$ cat src/hw/bbs_pkg.sv
// Shared constants, types and field layouts of the branch and bit-set execute block
package bbs_pkg;

	// Instruction encodings
	localparam logic [7:0] OP_NO_OVF    = 8'he5;  // Upper byte, branch on overflow clear
	localparam logic [7:0] OP_NONZERO   = 8'he1;  // Upper byte, branch on zero clear
	localparam logic [4:0] OP_ALWAYS    = 5'h1a;  // Top five bits, relative branch
	localparam logic [3:0] OP_SETBIT    = 4'h8;   // Top nibble, bit set in file register

	// Field positions inside the instruction word
	localparam int OP_BYTE_LSB   = 8;
	localparam int OP_FIVE_LSB   = 11;
	localparam int OP_NIB_LSB    = 12;
	localparam int BIT_POS_LSB   = 9;
	localparam int ACCESS_BIT    = 8;

	// Geometry of addresses
	localparam int PC_W_DEF      = 21;
	localparam int BSR_W         = 4;
	localparam int FR_ADDR_W     = 12;
	localparam int OFFSET_W      = 11;
	localparam logic [7:0] ACC_SPLIT_DEF   = 8'h80;  // Access bank low half ends here
	localparam logic [3:0] ACC_HI_BANK_DEF = 4'hf;   // Bank holding access bank high half
	localparam logic [3:0] ACC_LO_BANK     = 4'h0;   // Bank holding access bank low half

	// Software register offsets
	localparam logic [7:0] REG_CTRL    = 8'h00;
	localparam logic [7:0] REG_STATUS  = 8'h04;
	localparam logic [7:0] REG_TARGET  = 8'h08;
	localparam logic [7:0] REG_COUNT   = 8'h0c;

	// Register fields and reset values
	localparam int CTRL_W         = 1;
	localparam int CTRL_BIT_EN    = 0;
	localparam logic [CTRL_W-1:0] CTRL_RST = 1'h1;
	localparam int ST_BIT_NOP     = 0;
	localparam int ST_BIT_TAKEN   = 1;
	localparam int ST_BIT_FOREIGN = 2;
	localparam int ST_KIND_LSB    = 4;
	localparam logic [31:0] COUNT_RST = 32'h0;

	// Timing: quadrature phases per instruction cycle, one clock each
	localparam int NUM_PHASES = 4;

	typedef enum logic [1:0] {
		PH_Q1 = 2'b00,
		PH_Q2 = 2'b01,
		PH_Q3 = 2'b10,
		PH_Q4 = 2'b11
	} bbs_phase_t;

	typedef enum logic [0:0] {
		ST_RUN = 1'b0,
		ST_NOP = 1'b1
	} bbs_state_t;

	typedef enum logic [2:0] {
		OPK_NONE  = 3'b000,
		OPK_NOOVF = 3'b001,
		OPK_NZ    = 3'b010,
		OPK_BRA   = 3'b011,
		OPK_BSF   = 3'b100
	} bbs_kind_t;

	typedef struct packed {
		bbs_kind_t             kind;
		logic [OFFSET_W-1:0]   offset;
		logic [2:0]            bitPos;
		logic                  access;
		logic [7:0]            fAddr;
	} bbs_decoded_t;

	typedef struct packed {
		logic [FR_ADDR_W-1:0]  addr;
		logic                  rdEn;
		logic                  wrEn;
		logic [7:0]            wrData;
	} bbs_frreq_t;

endpackage : bbs_pkg

$ cat src/hw/bbs_exec.sv
// Decode and execute of the no-overflow, nonzero, always-relative branches and bit set
//
// Contract
// - Upper byte e5 with signed 8-bit offset branches only when overflow is clear.
// - Upper byte e1 with signed 8-bit offset branches only when zero is clear.
// - Branch target is instruction address plus two plus twice the offset.
// - Conditional branch takes one cycle when not taken, two when taken.
// - Taken branch: decode, literal, compute, load PC, then a full idle cycle.
// - Relative branch always loads PC with incremented PC plus twice 11-bit offset.
// - Relative branch is recognised by top five bits 11010, offset below.
// - Relative branch always takes two cycles, second one idle throughout.
// - Bit set forces selected bit of addressed register to one, others kept.
// - Access flag zero selects access bank, ignoring the bank select value.
// - Access flag one forms address from bank select value and address field.
//
// The implementer's own choices: the plain strobed port and the placing of the registers.
`timescale 1ns/1ps
module bbs_exec
	import bbs_pkg::*;
#(
	parameter int         PC_W        = PC_W_DEF,
	parameter logic [7:0] ACC_SPLIT   = ACC_SPLIT_DEF,
	parameter logic [3:0] ACC_HI_BANK = ACC_HI_BANK_DEF
) (
	// Clock and reset
	input  wire logic                 clk,
	input  wire logic                 resetn,
	// Fetch side
	input  wire logic [15:0]          instrWord,
	input  wire logic                 instrValid,
	input  wire logic [PC_W-1:0]      instrAddr,
	// Status flags from the datapath
	input  wire logic                 ovfFlag,
	input  wire logic                 zeroFlag,
	// Bank select value
	input  wire logic [BSR_W-1:0]     bankSel,
	// File register port
	output bbs_frreq_t                frReq,
	input  wire logic [7:0]           frRdData,
	// Program counter control
	output logic                      pcLoad,
	output logic [PC_W-1:0]           pcTarget,
	output logic                      fetchFlush,
	output logic                      nopCycle,
	output bbs_phase_t                qPhase,
	// Software register port
	input  wire logic [7:0]           swAddr,
	input  wire logic [31:0]          swWrData,
	input  wire logic                 swWr,
	input  wire logic                 swRd,
	output logic [31:0]               swRdData
);

	// Decode of one instruction word into kind and fields
	function automatic bbs_decoded_t decodeWord(input logic [15:0] w);
		bbs_decoded_t d;
		d        = '0;
		d.kind   = OPK_NONE;
		d.bitPos = w[BIT_POS_LSB +: 3];
		d.access = w[ACCESS_BIT];
		d.fAddr  = w[7:0];
		d.offset = {{(OFFSET_W-8){w[7]}}, w[7:0]};
		if (w[15:OP_BYTE_LSB] == OP_NO_OVF) begin
			d.kind = OPK_NOOVF;
		end else if (w[15:OP_BYTE_LSB] == OP_NONZERO) begin
			d.kind = OPK_NZ;
		end else if (w[15:OP_FIVE_LSB] == OP_ALWAYS) begin
			d.kind   = OPK_BRA;
			d.offset = w[OFFSET_W-1:0];
		end else if (w[15:OP_NIB_LSB] == OP_SETBIT) begin
			d.kind = OPK_BSF;
		end
		return d;
	endfunction : decodeWord

	// File register address from access flag, address field and bank select
	function automatic logic [FR_ADDR_W-1:0] fileAddr(
		input logic             access,
		input logic [7:0]       f,
		input logic [BSR_W-1:0] bank_select_value
	);
		logic [FR_ADDR_W-1:0] a;
		if (access) begin
			a = {bank_select_value, f};
		end else if (f < ACC_SPLIT) begin
			a = {ACC_LO_BANK, f};
		end else begin
			a = {ACC_HI_BANK, f};
		end
		return a;
	endfunction : fileAddr

	// Phase sequencer
	bbs_phase_t phase;

	bbs_qphase u_qphase (
		.clk    (clk),
		.resetn (resetn),
		.phase  (phase)
	);

	// Execute state
	bbs_state_t       stateReg,    stateNext;
	logic             nopReg,      nopNext;
	bbs_decoded_t     insReg,      insNext;
	logic [PC_W-1:0]  addrReg,     addrNext;
	bbs_frreq_t       frReg,       frNext;
	logic             pcLoadReg,   pcLoadNext;
	logic             flushReg,    flushNext;
	logic [PC_W-1:0]  targetReg,   targetNext;
	logic             takenReg,    takenNext;
	logic             foreignReg,  foreignNext;
	logic [31:0]      countReg,    countNext;

	// Software state
	logic [CTRL_W-1:0] ctrlReg,    ctrlNext;
	logic [31:0]       rdDataReg,  rdDataNext;

	// Combinational helpers
	bbs_decoded_t     decoded;
	logic [PC_W-1:0]  branchTarget;
	logic             condTrue;
	logic             isBranch;
	logic [7:0]       bitMask;

	assign decoded = decodeWord(instrWord);

	// Target from incremented address; offset doubled since words are two bytes
	always_comb begin
		branchTarget = PC_W'(addrReg + PC_W'(2)
			+ {{(PC_W-OFFSET_W-1){insReg.offset[OFFSET_W-1]}}, insReg.offset, 1'b0});
	end

	// Branch condition evaluated on the flags present in Q3
	always_comb begin
		condTrue = 1'b0;
		isBranch = 1'b0;
		case (insReg.kind)
			OPK_NOOVF: begin
				isBranch = 1'b1;
				condTrue = !ovfFlag;
			end
			OPK_NZ: begin
				isBranch = 1'b1;
				condTrue = !zeroFlag;
			end
			OPK_BRA: begin
				isBranch = 1'b1;
				condTrue = 1'b1;
			end
			default: begin
				isBranch = 1'b0;
				condTrue = 1'b0;
			end
		endcase
	end

	// One-hot mask of the bit to set
	always_comb begin
		bitMask = 8'h01 << insReg.bitPos;
	end

	// Execute sequencing across the four phases
	always_comb begin
		stateNext   = stateReg;
		nopNext     = nopReg;
		insNext     = insReg;
		addrNext    = addrReg;
		frNext      = frReg;
		frNext.rdEn = 1'b0;
		frNext.wrEn = 1'b0;
		pcLoadNext  = 1'b0;
		flushNext   = 1'b0;
		targetNext  = targetReg;
		takenNext   = takenReg;
		foreignNext = foreignReg;
		countNext   = countReg;
		case (phase)
			PH_Q1: begin
				// Idle cycle after a jump swallows the discarded prefetch
				if (stateReg == ST_RUN && instrValid && ctrlReg[CTRL_BIT_EN]) begin
					insNext     = decoded;
					addrNext    = instrAddr;
					foreignNext = (decoded.kind == OPK_NONE);
					if (decoded.kind == OPK_BSF) begin
						frNext.rdEn = 1'b1;
						frNext.addr = fileAddr(decoded.access, decoded.fAddr, bankSel);
					end
				end else begin
					insNext      = '0;
					insNext.kind = OPK_NONE;
				end
			end
			PH_Q2: begin
				// Offset literal already held in the decoded word
				insNext = insReg;
			end
			PH_Q3: begin
				if (isBranch) begin
					takenNext  = condTrue;
					targetNext = branchTarget;
					pcLoadNext = condTrue;
					flushNext  = condTrue;
				end else if (insReg.kind == OPK_BSF) begin
					// Only the data byte is touched, never a status flag
					frNext.wrEn   = 1'b1;
					frNext.wrData = frRdData | bitMask;
				end
			end
			PH_Q4: begin
				if (stateReg == ST_NOP) begin
					stateNext = ST_RUN;
					nopNext   = 1'b0;
				end else if (pcLoadReg) begin
					stateNext = ST_NOP;
					nopNext   = 1'b1;
				end
				if (insReg.kind != OPK_NONE) begin
					countNext = 32'(countReg + 32'h1);
				end
			end
			default: begin
				stateNext = stateReg;
			end
		endcase
	end

	// Execute registers
	always_ff @(posedge clk or negedge resetn) begin
		if (!resetn) begin
			stateReg   <= ST_RUN;
			nopReg     <= 1'b0;
			insReg     <= '0;
			addrReg    <= '0;
			frReg      <= '0;
			pcLoadReg  <= 1'b0;
			flushReg   <= 1'b0;
			targetReg  <= '0;
			takenReg   <= 1'b0;
			foreignReg <= 1'b0;
			countReg   <= COUNT_RST;
		end else begin
			stateReg   <= stateNext;
			nopReg     <= nopNext;
			insReg     <= insNext;
			addrReg    <= addrNext;
			frReg      <= frNext;
			pcLoadReg  <= pcLoadNext;
			flushReg   <= flushNext;
			targetReg  <= targetNext;
			takenReg   <= takenNext;
			foreignReg <= foreignNext;
			countReg   <= countNext;
		end
	end

	// Software writes and reads; unmapped reads return zero
	always_comb begin
		ctrlNext   = ctrlReg;
		rdDataNext = 32'h0;
		if (swWr && swAddr == REG_CTRL) begin
			ctrlNext = swWrData[CTRL_W-1:0];
		end
		if (swRd) begin
			if (swAddr == REG_CTRL) begin
				rdDataNext = 32'(ctrlReg);
			end else if (swAddr == REG_STATUS) begin
				rdDataNext[ST_BIT_NOP]          = nopReg;
				rdDataNext[ST_BIT_TAKEN]        = takenReg;
				rdDataNext[ST_BIT_FOREIGN]      = foreignReg;
				rdDataNext[ST_KIND_LSB +: 3]    = insReg.kind;
			end else if (swAddr == REG_TARGET) begin
				rdDataNext = 32'(targetReg);
			end else if (swAddr == REG_COUNT) begin
				rdDataNext = countReg;
			end else begin
				rdDataNext = 32'h0;
			end
		end
	end

	// Software registers; a disable takes effect at the next Q1
	always_ff @(posedge clk or negedge resetn) begin
		if (!resetn) begin
			ctrlReg   <= CTRL_RST;
			rdDataReg <= 32'h0;
		end else begin
			ctrlReg   <= ctrlNext;
			rdDataReg <= rdDataNext;
		end
	end

	// Outputs straight from flops
	assign frReq      = frReg;
	assign pcLoad     = pcLoadReg;
	assign pcTarget   = targetReg;
	assign fetchFlush = flushReg;
	assign nopCycle   = nopReg;
	assign qPhase     = phase;
	assign swRdData   = rdDataReg;

endmodule : bbs_exec

$ cat src/hw/bbs_qphase.sv
// Quadrature phase sequencer: one phase per clock, four per instruction cycle
`timescale 1ns/1ps
module bbs_qphase
	import bbs_pkg::*;
(
	// Clock and reset
	input  wire logic       clk,
	input  wire logic       resetn,
	// Current phase
	output bbs_phase_t      phase
);

	bbs_phase_t phaseReg;
	bbs_phase_t phaseNext;

	// Wraps from Q4 back to Q1 by plain two-bit overflow
	always_comb begin
		phaseNext = bbs_phase_t'(2'(phaseReg + 2'h1));
	end

	// First instruction cycle starts at Q1 after reset release
	always_ff @(posedge clk or negedge resetn) begin
		if (!resetn) begin
			phaseReg <= PH_Q1;
		end else begin
			phaseReg <= phaseNext;
		end
	end

	assign phase = phaseReg;

endmodule : bbs_qphase

$ cat config.mk
export PLATFORM = sky130hd
export DESIGN_NAME = bbs_exec
export DESIGN_NICKNAME = d
export VERILOG_FILES = /design/src/hw/bbs_pkg.sv /design/src/hw/bbs_exec.sv /design/src/hw/bbs_qphase.sv
export SDC_FILE = /design/constraint.sdc
export NUM_CORES = 1
export LEC_CHECK = 0
export ABC_CLOCK_PERIOD_IN_PS = 2700
export BUFFER_PORTS_ARGS = -buffer_cell sky130_fd_sc_hd__buf_2
export CORE_MARGIN = 4
export CORE_UTILIZATION = 38
export CTS_CLUSTER_DIAMETER = 60
export DETAILED_ROUTE_END_ITERATION = 12
export PLACE_DENSITY = 0.73
export SETUP_SLACK_MARGIN = 0.2
export SLEW_MARGIN = 5
export SYNTH_ARGS = -nofsm -noshare
export SYNTH_HDL_FRONTEND = slang
export SYNTH_SLANG_ARGS = --single-unit
$ cat constraint.sdc
create_clock -name clk -period 2.7 [get_ports clk]
set_input_delay 0.27 -clock clk [delete_from_list [all_inputs] [get_ports clk]]
set_output_delay 0.27 -clock clk [all_outputs]
set_load 0.005 [all_outputs]
==> impl_metrics.ini <==
[power]
p_sw_w = 0.00135
irDropWorstVdd_v = 0.000472
combPwrFrac_pct = 7.7
power.internal_w = 0.00376
p_seq_share_pct = 46.2
p_per_area_mw_per_mm2 = 537
switching_share_pct = 26.5
clkPwrFrac_pct = 46.1
p_leak_nw = 4.77

[timing]
drv_slew = 0
tns_ps = 0
clock_skew_ps = 8.04
worst_pin_slew_ps = 727
timing.slew.headroom_pct = 51.4
fin_crit_sh_pct = 97.3
worst_slack_ps = 73.7
setup_viol = 0
finalCriticalPeriod_ps = 2630
finalHoldViolCount = 0
rsz0062_at_grt = true
fmax_mhz = 381

[die]
num_io_pins = 176
rows = 50
core_area_mm2 = 0.0190
dieHeight_um = 148
start_util_pct = 39.1
dieArea_mm2 = 0.0218
dieWidth_um = 148

[grt]
grt_pass1_wl_mm = 29.7
grt_overflow_total = 0
grt_max_degree = 73
antenna_found_initial = 0
grt_pass1_vias = 5946
grt_usage_pct = 16.9

[logic_synthesis]
syn_inst = 748
avgSynthCellArea_um2 = 9.91
ys_ff_latch = 153
synth_cell_types = 68
synth_flop_cell = dfrtp_1
yosysTopAreaCellShare_pct = 51.3
synth_area_mm2 = 0.00741
synth_top_area_cell = dfrtp_1
yosysSeqAreaShare_pct = 51.7
synth-edff-count = 0
synth_warnings = 0
syn-num-nets = 886
async_flop_share_pct = 100
post-synth-top-count-cell = nand2_1
synth_area_leaders = dfrtp_1, nand2_1, ha_1
ys_top_cells_by_count = nand2_1, dfrtp_1, nor2_1

[route]
drt-vias-per-instance = 4.98
drtPass1Iterations = 4
wl_per_cell_um = 15.6
drt-initial-drc-count = 291
ant_nets = 0
drc_errors = 0
totalWireLength_mm = 18.5
num_vias = 5901

[placed_design]
pre_cts_ws_ps = -67.6
io_buffers = 144
gp_congestion = 0.875
place_area_mm2 = 0.00852
dp_hpwl_mm = 13.5

[finish]
nFillCells = 1686
nets = 1050
drive_above_1_share_pct = 28.9
stdcell_area_mm2 = 0.00951
layout-area-overhead-vs-synth_pct = 28.3
multi_input_area_mm2 = 0.00364
seq_area_mm2 = 0.00383

[cts]
cts_buffers = 17
clock-sinks = 153
clock_latency_ps = 420
clkTransAtPathRegs_ps = 70
cts_max_level = 4
cts-root-buf = clkbuf_16
cts_tree = yes
clk_path_buf_depth = 2

[run_status]
status = completed

[setup_path]
end_kind = flip-flop
cp.buffers_inverters = 2
cp_common_cell = ha_4
crit_family = compound AO/OA/AOI/OAI gates
r2r_slack_ps = 70
critPathMaxFanout = 4
rr_endpoint = pcTarget[16]$_DFFE_PN0P_
critPathLaunch = addrReg[2]$_DFFE_PN0P_
critPathArrivalTime_ps = 2990
critPathSlowestCell = dfrtp_1
cp.required_ps = 3060
critical_path.endpoint = pcTarget[16]$_DFFE_PN0P_
r2r_start = addrReg[2]$_DFFE_PN0P_
start_kind = flip-flop
critPathMaxStageDelay_ps = 410
critical_path_depth = 11
reg2reg_depth = 11
path_cells = ha_4 > ha_4 > inv_2 > fa_2 > and2b_2 > o2111ai_4 > a211oi_2 > o311ai_2 > buf_4 > a211o_2 > nand3_2
path_class = reg2reg

[worst_hold_path]
hp-class = in2reg

[job]
drv_cap = 0
==> per-layer routing <==
| metal | up-vias | GRT usage [%] | routed length, um |
|---|---|---|---|
| met2 | 154 | 27.3 | 8720 |
| met3 | 30 | 4.14 | 1080 |
| met5 | - | 0 | 0 |
| li1 | 2922 | - | - |
| met1 | 2795 | 22.1 | 8290 |
| met4 | 0 | 5.92 | 384 |
==> layout make-up <==
type / instances / area share [%]
flip-flops and latches: 153 / 40.3
inverters: 32 / 1.26
clock buffers: 17 / 4.47
clock inverters: 15 / 1.78
repair buffers: 176 / 10.5
well taps: 260 / 3.42
diodes: 1 / 0.0263
multi-input cells: 532 / 38.3
==> cell families after synthesis <==
| family | synth area share (%) |
|---|---|
| AO/OA/AOI/OAI | 12.9 |
| XOR/XNOR | 5.08 |
| adder cells (fa/ha/maj) | 7.19 |
| buffers and inverters | 3.50 |
| flip-flops | 51.7 |
| multiplexers | 1.32 |
| AND/OR/NAND/NOR | 18.3 |
==> worst min path at each step <==
| stage | from | end | slack [ps] | depth (start not counted) |
|---|---|---|---|---|
| detailed placement | resetn | swRdData[0]$_DFF_PN0_ | 340 | 1 |
| finish | instrAddr[18] | addrReg[18]$_DFFE_PN0P_ | 30 | 3 |
| CTS | instrAddr[18] | addrReg[18]$_DFFE_PN0P_ | 10 | 3 |
| floorplan | resetn | addrReg[0]$_DFFE_PN0P_ | -30 | 0 |
| global route | instrAddr[18] | addrReg[18]$_DFFE_PN0P_ | 30 | 3 |
| global placement | resetn | swRdData[2]$_DFF_PN0_ | 340 | 1 |
==> flip-flops by register name (all words and copies together) (netlist names), 2 cells and up <==
register,flops
swRdData,32
frReq,22
u_qphase.phase,2
insReg,17
countReg,32
addrReg,21
pcTarget,21
==> metrics by stage <==
stage               util, %  std cells  power [W]  hold WS, ps
floorplan                 -        748    0.00255        -25.6
global placement       44.9       1145    0.00271          338
detailed placement     44.9       1145    0.00272          335
CTS                    48.6       1179    0.00510         14.6
global route           50.1       1185    0.00532         31.0
finish                 50.2       1186    0.00511         33.8
==> power groups by stage <==
stage | Sequential [W] | Combinational [W] | Clock, W
floorplan | 0.00239 | 0.000164 | 0
global placement | 0.00240 | 0.000317 | 0
detailed placement | 0.00240 | 0.000321 | 0
CTS | 0.00236 | 0.000347 | 0.00240
global route | 0.00236 | 0.000442 | 0.00252
finish | 0.00236 | 0.000393 | 0.00235
==> layout by cell type, fill, tap and decap left out, types with 3 or more instances in the layout <==
master / Yosys / routed
nand2_1: 159 / 159
and3_1: 24 / 24
or3_1: 4 / 3
ha_1: 41 / 19
a21o_1: 11 / 11
nor2b_1: 3 / 3
nand4_1: 15 / 15
clkinv_8: 0 / 3
nand3_1: 18 / 17
buf_2: 3 / 143
nor3_2: 3 / 5
mux2_2: 4 / 4
inv_2: 0 / 4
ha_4: 0 / 20
inv_6: 0 / 4
inv_1: 31 / 27
inv_8: 0 / 6
o22ai_1: 6 / 6
xor2_1: 11 / 11
buf_4: 1 / 29
o21ai_0: 37 / 36
clkbuf_16: 0 / 17
a21oi_1: 29 / 29
a22oi_1: 20 / 20
nor2_1: 49 / 49
mux2i_1: 3 / 3
a31oi_1: 9 / 8
dfrtp_1: 152 / 151
nor3_1: 6 / 4
xnor2_1: 32 / 32
==> worst reg2reg max path, stage by stage (launching register included) <==
cell and delay (ps):
dfrtp_1 410, ha_4 280, ha_4 130, inv_2 40
fa_2 340, and2b_2 260, o2111ai_4 150, a211oi_2 290
o311ai_2 140, buf_4 160, a211o_2 290, nand3_2 70
==> repair_timing <==
action / 4_1_cts / 5_1_grt
gates resized for setup: 17 / 28
cloned: 0 / 0
buffers inserted: 1 / 6
setup endpoints to repair: 5 / 9
hold buffers: 1 / 0
hold endpoints to repair: 68 / 0
pin swaps: 13 / 15
(Power assumes the default switching activity.)
